$ cat src/alarm_defines.svh
// Behaviour
// - six office alarm outputs exist: critical, major and minor, each audible and visual.
// - major audible and major visual are fail-safe, so a dead or reset block shows them in alarm.
// - a visual closure stays latched once set and is released only after its failure has cleared.
// - separate telemetry closures for critical, major and minor feed the remote gatherer.
// - non-SONET onsets wait a holdoff programmable in whole seconds from 1 to 30.
// - the same delay gates audible, visual, message and telemetry alarm and status points.
// - every asserted alarm point stays active at least 20 seconds, a fixed figure.
// - after the holdoff each point is held 20 more seconds even if its condition vanishes.
// - non-SONET clears wait a clear delay programmable from 1 to 20 seconds.
// - SONET onsets use a soak of 1 to 30 seconds, 2 seconds after reset.
// - SONET clears use a soak of 1 to 20 seconds, 10 seconds after reset.
// - the remote alarm gateway poll interval is 10 to 60 seconds, 20 seconds after reset.
`ifndef ALARM_DEFINES_SVH
`define ALARM_DEFINES_SVH

// ----------------------------------------------------------------
// register offsets
// ----------------------------------------------------------------
`define OFS_HOLDOFF   8'h00
`define OFS_CLRDLY    8'h04
`define OFS_SON_ON    8'h08
`define OFS_SON_CLR   8'h0C
`define OFS_POLL      8'h10
`define OFS_MODE      8'h14
`define OFS_STATUS    8'h18
`define OFS_INT_STAT  8'h1C
`define OFS_INT_MASK  8'h20
`define OFS_VIS_REL   8'h24

// ----------------------------------------------------------------
// reset values and ranges, in seconds
// ----------------------------------------------------------------
`define SEC_W         6
`define HOLDOFF_RST   6'h02
`define CLRDLY_RST    6'h0A
`define SON_ON_RST    6'h02
`define SON_CLR_RST   6'h0A
`define POLL_RST      6'h14
`define SEC_MIN       6'h01
`define ONSET_MAX     6'h1E
`define CLEAR_MAX     6'h14
`define POLL_MIN      6'h0A
`define POLL_MAX      6'h3C
`define MIN_DUR       6'h14
// major closure bits rest in alarm while the block is held in reset
`define OUT_RST       12'h012

// ----------------------------------------------------------------
// field layout
// ----------------------------------------------------------------
`define NSEV          3
`define SEV_CRIT      0
`define SEV_MAJ       1
`define SEV_MIN       2
`define IRQ_W         7
`define IRQ_ON_LSB    0
`define IRQ_CLR_LSB   3
`define IRQ_POLL      6

// ----------------------------------------------------------------
// timebase
// ----------------------------------------------------------------
`define SEC_NS        1000000000
`define CLK_NS        5

`endif

$ cat src/alarm_pkg.sv
`default_nettype none
package alarm_pkg;
	typedef enum logic [1:0]
	{
		PT_IDLE   = 2'b00,
		PT_HOLD   = 2'b01,
		PT_ACTIVE = 2'b10
	} point_state_t;
endpackage
`default_nettype wire

$ cat src/sec_tick.sv
`timescale 1ns/1ps
`default_nettype none
module sec_tick #(
	parameter int SEC_CYCLES = 200000000
) (
	input  wire logic clk,
	input  wire logic rst_n,
	output logic      tick
);
	generate
		if (SEC_CYCLES < 2)
		begin : g_chk
			$error("sec_tick needs at least two cycles per second");
		end
	endgenerate

	logic [31:0] cnt_q;
	logic [31:0] cnt_d;
	logic        tick_q;
	logic        tick_d;

	always_comb
	begin
		tick_d = 1'b0;
		cnt_d  = cnt_q + 32'h00000001;
		if (cnt_q == 32'(SEC_CYCLES - 1))
		begin
			cnt_d  = 32'h00000000;
			tick_d = 1'b1;
		end
	end

	always_ff @(posedge clk or negedge rst_n)
	begin
		if (!rst_n)
		begin
			cnt_q  <= 32'h00000000;
			tick_q <= 1'b0;
		end
		else
		begin
			cnt_q  <= cnt_d;
			tick_q <= tick_d;
		end
	end

	assign tick = tick_q;
endmodule
`default_nettype wire

$ cat src/alarm_point.sv
`timescale 1ns/1ps
`include "alarm_defines.svh"
`default_nettype none
module alarm_point #(
	parameter int SEC_W = `SEC_W
) (
	input  wire logic             clk,
	input  wire logic             rst_n,
	input  wire logic             tick,
	input  wire logic             cond,
	input  wire logic [SEC_W-1:0] onset_sec,
	input  wire logic [SEC_W-1:0] clear_sec,
	output logic                  active,
	output logic                  rise,
	output logic                  fall
);
	generate
		if (SEC_W < `SEC_W)
		begin : g_chk
			$error("alarm_point counters too narrow for the second figures");
		end
	endgenerate

	alarm_pkg::point_state_t st_q;
	alarm_pkg::point_state_t st_d;
	logic [SEC_W-1:0]        cnt_q;
	logic [SEC_W-1:0]        cnt_d;
	logic [SEC_W-1:0]        dur_q;
	logic [SEC_W-1:0]        dur_d;
	logic                    rise_q;
	logic                    rise_d;
	logic                    fall_q;
	logic                    fall_d;

	always_comb
	begin
		st_d   = st_q;
		cnt_d  = cnt_q;
		dur_d  = dur_q;
		rise_d = 1'b0;
		fall_d = 1'b0;
		case (st_q)
			alarm_pkg::PT_IDLE:
			begin
				cnt_d = '0;
				if (cond)
					st_d = alarm_pkg::PT_HOLD;
			end
			alarm_pkg::PT_HOLD:
			begin
				if (!cond)
				begin
					// early drop restarts the holdoff from zero
					st_d  = alarm_pkg::PT_IDLE;
					cnt_d = '0;
				end
				else if (tick)
				begin
					if (cnt_q + 1'b1 >= onset_sec)
					begin
						st_d   = alarm_pkg::PT_ACTIVE;
						rise_d = 1'b1;
						cnt_d  = '0;
						dur_d  = '0;
					end
					else
						cnt_d = SEC_W'(cnt_q + 1'b1);
				end
			end
			alarm_pkg::PT_ACTIVE:
			begin
				if (tick && dur_q < SEC_W'(`MIN_DUR))
					dur_d = SEC_W'(dur_q + 1'b1);
				if (cond)
					cnt_d = '0;
				else if (tick && cnt_q < clear_sec)
					cnt_d = SEC_W'(cnt_q + 1'b1);
				// stretch holds even after the condition is gone
				if (!cond && dur_q >= SEC_W'(`MIN_DUR) && cnt_q >= clear_sec)
				begin
					st_d   = alarm_pkg::PT_IDLE;
					fall_d = 1'b1;
					cnt_d  = '0;
				end
			end
			default:
			begin
				st_d  = alarm_pkg::PT_IDLE;
				cnt_d = '0;
			end
		endcase
	end

	always_ff @(posedge clk or negedge rst_n)
	begin
		if (!rst_n)
		begin
			st_q   <= alarm_pkg::PT_IDLE;
			cnt_q  <= '0;
			dur_q  <= '0;
			rise_q <= 1'b0;
			fall_q <= 1'b0;
		end
		else
		begin
			st_q   <= st_d;
			cnt_q  <= cnt_d;
			dur_q  <= dur_d;
			rise_q <= rise_d;
			fall_q <= fall_d;
		end
	end

	assign active = (st_q == alarm_pkg::PT_ACTIVE);
	assign rise   = rise_q;
	assign fall   = fall_q;
endmodule
`default_nettype wire

$ cat src/office_alarm_timing_controller.sv
`timescale 1ns/1ps
`include "alarm_defines.svh"
`default_nettype none
module office_alarm_timing_controller #(
	parameter int SEC_CYCLES = `SEC_NS / `CLK_NS
) (
	input  wire logic              pclk,
	input  wire logic              presetn,
	input  wire logic              psel,
	input  wire logic              penable,
	input  wire logic              pwrite,
	input  wire logic [7:0]        paddr,
	input  wire logic [31:0]       pwdata,
	output logic                   pready,
	output logic [31:0]            prdata,
	output logic                   pslverr,
	input  wire logic [`NSEV-1:0]  fail_cond,
	output logic                   critical_audible,
	output logic                   critical_visual,
	output logic                   major_audible_n,
	output logic                   major_visual_n,
	output logic                   minor_audible,
	output logic                   minor_visual,
	output logic [`NSEV-1:0]       telemetry_alarm,
	output logic [`NSEV-1:0]       telemetry_status,
	output logic                   message_req,
	output logic                   remote_alarm_gateway_poll,
	output logic                   irq
);
	generate
		if (SEC_CYCLES < 2)
		begin : g_chk
			$error("SEC_CYCLES too small for a one-second base");
		end
	endgenerate

	// ----------------------------------------------------------------
	// timebase and alarm points
	// ----------------------------------------------------------------
	logic                 tick;
	logic [`NSEV-1:0]     act;
	logic [`NSEV-1:0]     rise;
	logic [`NSEV-1:0]     fall;
	logic [`SEC_W-1:0]    holdoff_q;
	logic [`SEC_W-1:0]    clrdly_q;
	logic [`SEC_W-1:0]    son_on_q;
	logic [`SEC_W-1:0]    son_clr_q;
	logic [`SEC_W-1:0]    poll_q;
	logic [`NSEV-1:0]     mode_q;

	sec_tick #(.SEC_CYCLES(SEC_CYCLES)) u_tick (
		.clk   (pclk),
		.rst_n (presetn),
		.tick  (tick)
	);

	genvar g;
	generate
		for (g = 0; g < `NSEV; g++)
		begin : g_pt
			// mode bit picks SONET soak figures over the office holdoff
			alarm_point #(.SEC_W(`SEC_W)) u_pt (
				.clk       (pclk),
				.rst_n     (presetn),
				.tick      (tick),
				.cond      (fail_cond[g]),
				.onset_sec (mode_q[g] ? son_on_q : holdoff_q),
				.clear_sec (mode_q[g] ? son_clr_q : clrdly_q),
				.active    (act[g]),
				.rise      (rise[g]),
				.fall      (fall[g])
			);
		end
	endgenerate

	// ----------------------------------------------------------------
	// apb decode
	// ----------------------------------------------------------------
	logic       wr;
	logic       rd_setup;
	logic       mapped;
	logic       bad_val;
	logic [5:0] wval;

	assign wval = pwdata[5:0];
	assign wr = psel && penable && pwrite && !pslverr;
	assign rd_setup = psel && !penable && !pwrite;

	always_comb
	begin
		mapped  = 1'b1;
		bad_val = 1'b0;
		case (paddr)
			`OFS_HOLDOFF, `OFS_SON_ON:
				bad_val = wval < `SEC_MIN || wval > `ONSET_MAX || pwdata[31:6] != '0;
			`OFS_CLRDLY, `OFS_SON_CLR:
				bad_val = wval < `SEC_MIN || wval > `CLEAR_MAX || pwdata[31:6] != '0;
			`OFS_POLL:
				bad_val = wval < `POLL_MIN || wval > `POLL_MAX || pwdata[31:6] != '0;
			`OFS_MODE, `OFS_STATUS, `OFS_INT_STAT, `OFS_INT_MASK, `OFS_VIS_REL:
				bad_val = 1'b0;
			default:
				mapped = 1'b0;
		endcase
	end

	// zero wait states; out-of-range settings are refused, not clamped
	assign pready  = 1'b1;
	assign pslverr = psel && penable && (!mapped || (pwrite && bad_val));

	// ----------------------------------------------------------------
	// configuration registers
	// ----------------------------------------------------------------
	logic [`SEC_W-1:0] holdoff_d;
	logic [`SEC_W-1:0] clrdly_d;
	logic [`SEC_W-1:0] son_on_d;
	logic [`SEC_W-1:0] son_clr_d;
	logic [`SEC_W-1:0] poll_d;
	logic [`NSEV-1:0]  mode_d;
	logic [`IRQ_W-1:0] imask_q;
	logic [`IRQ_W-1:0] imask_d;

	always_comb
	begin
		holdoff_d = holdoff_q;
		clrdly_d  = clrdly_q;
		son_on_d  = son_on_q;
		son_clr_d = son_clr_q;
		poll_d    = poll_q;
		mode_d    = mode_q;
		imask_d   = imask_q;
		if (wr)
		begin
			case (paddr)
				`OFS_HOLDOFF:  holdoff_d = wval;
				`OFS_CLRDLY:   clrdly_d  = wval;
				`OFS_SON_ON:   son_on_d  = wval;
				`OFS_SON_CLR:  son_clr_d = wval;
				`OFS_POLL:     poll_d    = wval;
				`OFS_MODE:     mode_d    = pwdata[`NSEV-1:0];
				`OFS_INT_MASK: imask_d   = pwdata[`IRQ_W-1:0];
				default:       mode_d    = mode_q;
			endcase
		end
	end

	always_ff @(posedge pclk or negedge presetn)
	begin
		if (!presetn)
		begin
			holdoff_q <= `HOLDOFF_RST;
			clrdly_q  <= `CLRDLY_RST;
			son_on_q  <= `SON_ON_RST;
			son_clr_q <= `SON_CLR_RST;
			poll_q    <= `POLL_RST;
			mode_q    <= '0;
			imask_q   <= '0;
		end
		else
		begin
			holdoff_q <= holdoff_d;
			clrdly_q  <= clrdly_d;
			son_on_q  <= son_on_d;
			son_clr_q <= son_clr_d;
			poll_q    <= poll_d;
			mode_q    <= mode_d;
			imask_q   <= imask_d;
		end
	end

	// ----------------------------------------------------------------
	// gateway poll timer
	// ----------------------------------------------------------------
	logic [`SEC_W-1:0] pcnt_q;
	logic [`SEC_W-1:0] pcnt_d;
	logic              poll_ev;

	always_comb
	begin
		pcnt_d  = pcnt_q;
		poll_ev = 1'b0;
		if (tick)
		begin
			if (pcnt_q + 1'b1 >= poll_q)
			begin
				pcnt_d  = '0;
				poll_ev = 1'b1;
			end
			else
				pcnt_d = `SEC_W'(pcnt_q + 1'b1);
		end
	end

	always_ff @(posedge pclk or negedge presetn)
	begin
		if (!presetn)
			pcnt_q <= '0;
		else
			pcnt_q <= pcnt_d;
	end

	// ----------------------------------------------------------------
	// visual latches, interrupts, outputs
	// ----------------------------------------------------------------
	logic [`NSEV-1:0]  vis_q;
	logic [`NSEV-1:0]  vis_d;
	logic [`IRQ_W-1:0] ist_q;
	logic [`IRQ_W-1:0] ist_d;
	logic [`IRQ_W-1:0] ev;
	logic [`NSEV-1:0]  rel;
	logic [11:0]       out_q;
	logic [11:0]       out_d;
	logic [2:0]        misc_q;
	logic [2:0]        misc_d;
	logic [31:0]       prdata_q;
	logic [31:0]       prdata_d;

	assign ev  = {poll_ev, fall, rise};
	assign rel = (wr && paddr == `OFS_VIS_REL) ? pwdata[`NSEV-1:0] : '0;

	always_comb
	begin
		// release only once the point is idle and the failure gone; a new set wins
		vis_d = (vis_q & ~(rel & ~act & ~fail_cond)) | act;
		ist_d = ist_q & ~((wr && paddr == `OFS_INT_STAT) ? pwdata[`IRQ_W-1:0] : '0);
		ist_d = ist_d | ev;
		out_d = {act, act, vis_d, act};
		misc_d = {|(ist_q & imask_q), |rise, poll_ev};
		prdata_d = prdata_q;
		if (rd_setup)
		begin
			case (paddr)
				`OFS_HOLDOFF:  prdata_d = {26'h0, holdoff_q};
				`OFS_CLRDLY:   prdata_d = {26'h0, clrdly_q};
				`OFS_SON_ON:   prdata_d = {26'h0, son_on_q};
				`OFS_SON_CLR:  prdata_d = {26'h0, son_clr_q};
				`OFS_POLL:     prdata_d = {26'h0, poll_q};
				`OFS_MODE:     prdata_d = {29'h0, mode_q};
				`OFS_STATUS:   prdata_d = {23'h0, fail_cond, vis_q, act};
				`OFS_INT_STAT: prdata_d = {25'h0, ist_q};
				`OFS_INT_MASK: prdata_d = {25'h0, imask_q};
				default:       prdata_d = 32'h00000000;
			endcase
		end
	end

	always_ff @(posedge pclk or negedge presetn)
	begin
		if (!presetn)
		begin
			vis_q    <= '0;
			ist_q    <= '0;
			out_q    <= `OUT_RST;
			misc_q   <= 3'h0;
			prdata_q <= 32'h00000000;
		end
		else
		begin
			vis_q    <= vis_d;
			ist_q    <= ist_d;
			out_q    <= out_d;
			misc_q   <= misc_d;
			prdata_q <= prdata_d;
		end
	end

	// six office closures from the delayed, stretched points
	assign critical_audible = out_q[`SEV_CRIT];
	assign minor_audible    = out_q[`SEV_MIN];
	assign critical_visual  = out_q[3 + `SEV_CRIT];
	assign minor_visual     = out_q[3 + `SEV_MIN];
	// major relays are held energised when healthy, so reset or power loss alarms
	assign major_audible_n  = ~out_q[`SEV_MAJ];
	assign major_visual_n   = ~out_q[3 + `SEV_MAJ];
	assign telemetry_alarm  = out_q[8:6];
	assign telemetry_status = out_q[11:9];
	assign message_req      = misc_q[1];
	assign remote_alarm_gateway_poll = misc_q[0];
	assign irq              = misc_q[2];
	assign prdata           = prdata_q;
endmodule
`default_nettype wire

$ cat config.mk
export PLATFORM = sky130hd
export DESIGN_NAME = office_alarm_timing_controller
export DESIGN_NICKNAME = d
export VERILOG_FILES = /design/src/alarm_pkg.sv /design/src/sec_tick.sv /design/src/alarm_point.sv /design/src/office_alarm_timing_controller.sv
export VERILOG_INCLUDE_DIRS = /design/src
export SDC_FILE = /design/constraint.sdc
export NUM_CORES = 1
export LEC_CHECK = 0
export BUFFER_PORTS_ARGS = -buffer_cell sky130_fd_sc_hd__buf_2
export CAP_MARGIN = 20
export CORE_AREA = 2 2 178 180
export CTS_BUF_LIST = sky130_fd_sc_hd__clkbuf_8
export CTS_CLUSTER_SIZE = 14
export DETAILED_ROUTE_END_ITERATION = 8
export DIE_AREA = 0 0 180 182
export GPL_ROUTABILITY_DRIVEN = 0
export PLACE_DENSITY_LB_ADDON = 0.15
export SYNTH_ARGS = -nofsm -noshare
export SYNTH_HDL_FRONTEND = slang
export SYNTH_SLANG_ARGS = --single-unit
$ cat constraint.sdc
create_clock -name pclk -period 3.5 [get_ports pclk]
set_input_delay 0.7 -clock pclk [delete_from_list [all_inputs] [get_ports pclk]]
set_output_delay 0.7 -clock pclk [all_outputs]
set_load 0.02 [all_outputs]
After elaboration in Yosys (flattened, before gate mapping)

Index checks and enable logic that the tools add are counted.

Reduce and logical (&&, ||, !) cells: 64
Equality and inequality tests: 43
Muxes and demuxes: 88
Div/mod/pow operators: 0
Shift-type cells: 0
$add $sub $neg: 8
Multipliers: 0
$lt $le $gt $ge: 21
Bitwise logic cells: 13

Operators by type and width:

| operator              | number |
|---|---|
| $mux 6                | 37 |
| $pmux 9 s9            | 1 |
| $pmux 6 s2            | 6 |
| $add 6x1->6 const B   | 7 |
| $ge 6x6->1            | 7 |
| $add 32x1->32 const B | 1 |
| $eq 32x28->1 const B  | 1 |
| $eq 8x5->1 const B    | 4 |
| $mux 32               | 1 |
| $mux 2                | 15 |
| $ne 2x2->1 const B    | 15 |
| $reduce_bool 26->1    | 1 |
| $mux 1                | 22 |
| $logic_and 1x1->1     | 21 |
| $reduce_and 2->1      | 10 |
| $ge 6x5->1 const B    | 3 |
| $lt 6x5->1 const B    | 3 |
| $lt 6x6->1            | 3 |
| $pmux 2 s3            | 3 |
| $eq 8x4->1 const B    | 2 |
| $eq 8x6->1 const B    | 2 |
| $reduce_and 5->1      | 3 |
| $and 7x7->7           | 2 |
| $gt 6x5->1 const B    | 2 |
| other kinds (29)      | 65 |

Bits in latches: 0
Register bits after elaboration: 184
Memories kept: 0
ROM bits: 0
Bits in writable memories: 0
Logic and storage cells: 267

Logic depth before layout (Yosys ltp)

Word-level depth: 16
Mapped depth: 12
Gate-level depth less buffers: 11

Hierarchy

A second synthesis with hierarchy kept.

Cells, all modules: 980
Area, all modules: 9734.3 um^2

Modules (own cells, without submodules):

| module                         | area an instance (um^2) | instances | cells an instance |
|---|---|---|---|
| office_alarm_timing_controller | 4317.9                  | 1         | 389 |
| alarm_point                    | 1255.0                  | 3         | 144 |
| sec_tick                       | 1651.6                  | 1         | 159 |

Least setup slack after synthesis

OpenSTA, ideal clock, no wires.

Path kind: input port to output port
Start point: in pwdata[3]
End point: out pslverr
Data required time: 2.800 ns
Setup slack: 0.238 ns
Stages: 8
Arrival: 2.562 ns
Cells stage by stage: clkbuf_1 -> or4_1 -> nor2_1 -> nor3_1 -> nand3_1 -> o2111ai_1 -> buf_2 -> o21ai_0

Cells in the longest elaborated chain, start to end: 7
Elaborated cells on any way between the ends: 15
Classes of those cells: 5 x order compare; 1 x mux; 9 x reduce/logical

Ends and longest elaborated chain:

| what                                                      | line                                                                                                             | RTL |
|---|---|---|
| start, declared                                           | office_alarm_timing_controller.sv:13                                                                             | `input wire logic [31:0] pwdata,` |
| $lt 6x4->1 (no source line), or another cell as far along | n/a                                                                                                              |  |
| $logic_or 1x1->1 (no source line)                         | n/a                                                                                                              |  |
| $logic_or 1x1->1, on equally long branches                | office_alarm_timing_controller.sv:99, office_alarm_timing_controller.sv:95, office_alarm_timing_controller.sv:97 |  |
| $pmux 1 s3 *                                              | office_alarm_timing_controller.sv:93                                                                             | `case (paddr)` |
| $logic_and 1x1->1 *                                       | office_alarm_timing_controller.sv:109                                                                            | `assign pslverr = psel && penable && (!mapped \|\| (pwrite && bad_val));` |
| $logic_or 1x1->1 *                                        | office_alarm_timing_controller.sv:109                                                                            |  |
| $logic_and 1x1->1 *                                       | office_alarm_timing_controller.sv:109                                                                            |  |
| end, declared                                             | office_alarm_timing_controller.sv:16                                                                             | `output logic pslverr,` |

Mark *: on every way between the ends. The rest lies on a longest branch, timed or not.

Final worst setup path

Start point: in paddr[5]
End point: out pslverr

Cells in the longest elaborated chain, start to end: 6
Elaborated cells on any way between the ends: 19
Classes of those cells: 9 x eq/ne; 2 x mux; 8 x reduce/logical

Ends and longest elaborated chain:

| what                                                            | line                                  | RTL |
|---|---|---|
| start, declared                                                 | office_alarm_timing_controller.sv:12  | `input wire logic [7:0] paddr,` |
| $eq 8x6->1, or another cell as far along                        | office_alarm_timing_controller.sv:93  |  |
| $reduce_or 10->1 (no source line), or another cell as far along | n/a                                   |  |
| $mux 1 / $pmux 1 s3 (equally long branches)                     | office_alarm_timing_controller.sv:93  |  |
| $logic_not 1->1 / $logic_and 1x1->1 (equally long branches)     | office_alarm_timing_controller.sv:109 |  |
| $logic_or 1x1->1 *                                              | office_alarm_timing_controller.sv:109 |  |
| $logic_and 1x1->1 *                                             | office_alarm_timing_controller.sv:109 |  |

Marked as above.

==> flow_summary.yaml <==
sta:
  maxSlewHeadroom_pct: 50.7
  fin_crit_sh_pct: 91.4
  clock.fmax_mhz: 312
  slew_violations: 0
  max_slew.worst_pin.slew_ns: 0.721
  finalHoldViolations: 0
  final.min_clock_period_ns: 3.20
  fin_worst_skew_ns: 0.0176
  setup_violations: 0
  final.setup.tns_ns: 0
  fin_ws_ns: 0.300
  rsz0062_at_grt: "no"
route:
  vias_per_cell: 5.14
  wl_met1_mm: 12.8
  wl_met2_mm: 13.0
  top_layer: "met5"
  drc: 0
  wl_mm: 27.7
  dr.pass1.iters: 5
  ant_nets: 0
  initialDrtViolationCount: 457
  routed-via-count: 7626
  dr_wl_met3_mm: 1.11
  routedWlPerCell_um: 18.7
logic_synthesis:
  seq_area_frac_synth_pct: 41.1
  synthAdderAreaFrac_pct: 8.25
  async_reset_ff_share_pct: 100
  synthXorXnorAreaFrac_pct: 4.01
  syn_inst: 976
  synth_compound_area_share_pct: 16.0
  postSynthAreaPerCell_sq_um: 9.63
  syn_area_sq_um: 9400
  synth_seq_cells: 154
  synth_top_family_by_area: "simple AND/OR/NAND/NOR gates"
  yosysWarnings: 0
  synthMuxAreaShare_pct: 7.36
  synth-simple-area-share_pct: 17.6
  ys_types: 76
  synth_ff_type: "dfrtp_1"
  synth_edf_count: 0
clock_tree:
  cts_num_sinks: 154
  cts_buffers: 17
  cts-hold-fix-buffers: 0
  insertion_delay_ns: 0.47
  cts_resized: 0
  h-tree-depth: 4
  cts_tree: "done"
  clk_pin_slew_ns: 0.09
  cts.root.buffer_cell: "clkbuf_8"
  post_cts_buffers: 0
  cts_buffer_depth: 2
global_route:
  grt_pass1_wl_mm: 44.4
  antenna_found_initial: 2
  grt-ovfl-total: 0
  grt_max_degree: 72
  first_global_vias: 7729
  grt_usage_pct: 17.4
finish:
  drive_above_1_share_pct: 17.9
  final_cell_mix: "144 x dfrtp_1, 96 x nand2_1, 73 x nor2_1"
  fin_util_pct: 34.7
  nets: 1178
  area_delta_synth_final_pct: 14.4
  final_common_cell: "dfrtp_1"
  final_cells: 1484
min_path:
  hold_class: "in2async"
worst_setup_path:
  cp-end-kind: "primary output"
  worst-endpoint-required_ns: 2.80
  cp.arrival_ns: 2.50
  path_max_fanout: 9
  path_class: "in2out"
  cp-start-kind: "input port"
floorplanning:
  core_area_sq_um: 31000
  start_util_pct: 30.3
  fp.dieH_um: 182
  ios: 97
  die_x_um: 180
  dieArea_sq_um: 32800
  rows: 65
place:
  place.port_buffers: 72
  dp_hpwl_mm: 20.7
  dp.cells: 1451
  dp_slack_ns: 0.338
power:
  p_leak_nw: 4.98
  peakVddDrop_v: 0.000217
  power.density_nw_per_um2: 360
run:
  cap_violations: 0
status:
  status: "completed"
-- registers in the layout (all words and copies together), names as in the netlist, 6 cells and up --
name,count
u_tick.cnt_q,32
g_pt.u_pt.cnt_q,18
g_pt.u_pt.dur_q,18
prdata,9
imask_q,7
ist_q,7
out_q,7
clrdly_q,6
g_pt.u_pt.st_q,6
holdoff_q,6
pcnt_q,6
poll_q,6
son_clr_q,6
son_on_q,6
-- final timing paths --
| check | start | endpoint | slack, ns | cells after the start |
|---|---|---|---|---|
| max | paddr[5] | pslverr | 0.30 | 9 |
| min reg2reg | g_pt[1].u_pt.fall$_DFF_PN0_ | ist_q[4]$_DFF_PN0_ | 0.43 | 1 |
| max in group asynchronous | presetn | imask_q[0]$_DFFE_PN0P_ | 2.43 | 2 |
| max reg2reg | holdoff_q[0]$_DFFE_PN0P_ | g_pt[0].u_pt.cnt_q[2]$_DFFE_PN0P_ | 0.54 | 9 |
| min | presetn | g_pt[0].u_pt.dur_q[0]$_DFFE_PN0P_ | 0.24 | 1 |
| min in group pclk | g_pt[1].u_pt.fall$_DFF_PN0_ | ist_q[4]$_DFF_PN0_ | 0.43 | 1 |
-- layer usage --
layer  GRT usage (%)  up-vias
li1                -     3674
met1            22.8     3733
met2            28.4      167
met3            3.53       50
met4            6.11        2
met5               0        -
-- where the power goes --
part	internal (mW)	switching [mW]	total (mW)
sequential	1.81	0.0395	1.85
clock	0.779	0.754	1.53
combinational	0.183	0.304	0.487
-- Yosys cell counts, types with 9 or more instances --
master	number	area share, %
buf_4	31	2.5
inv_1	50	2.0
nor2b_1	10	0.67
a32o_1	10	1.1
nand4_1	19	1.3
o21ai_0	58	3.1
nand2_1	96	3.8
nand3_1	44	2.3
a22oi_1	9	0.72
xnor2_1	23	2.1
mux2_2	23	2.8
ha_1	62	8.3
nor2_1	73	2.9
nor3_1	15	0.80
nor4_1	13	0.87
a21o_1	20	1.6
dfrtp_1	144	38
mux2i_1	41	4.4
and3_1	9	0.60
xor2_1	20	1.9
nand2b_1	10	0.67
dfstp_2	10	2.8
clkbuf_1	18	0.72
a21oi_1	24	1.3
a22o_1	14	1.3
-- worst max-delay path: stages --
cell and delay (ns):
buf_2 0.16, nor4_2 0.40, buf_4 0.22, a31oi_1 0.09, o21ai_0 0.27, nand3_1 0.13, o2111ai_2 0.14, o21ai_0 0.18
buf_2 0.20
-- cells by family after synthesis --
| kind of cell | Yosys count |
|---|---|
| XOR/XNOR | 43 |
| flip-flops | 154 |
| AND/OR/NAND/NOR | 329 |
| other | 2 |
| multiplexers | 65 |
| AO/OA/AOI/OAI | 213 |
| adder cells (fa/ha/maj) | 62 |
| buffers and inverters | 108 |
-- metrics by stage --
step / cell area [sq um] / hold slack [ns] / power (mW)
floorplan: 9480 / 0.404 / 2.19
global placement: 10300 / 0.413 / 2.37
detailed placement: 10300 / 0.415 / 2.38
CTS: 10700 / 0.256 / 3.94
global route: 10700 / 0.278 / 4.08
finish: 10800 / 0.243 / 3.87
-- area by class of cell --
cell class	count	area, sq um
antenna	1	2.50
clock buffer	17	234
clock inverter	15	199
fill	3165	20200
inverter	51	191
multi-input combinational	736	5110
sequential	154	3870
tap	402	503
timing repair buffer	108	649
Note: power is estimated with default switching activity, not from simulation.
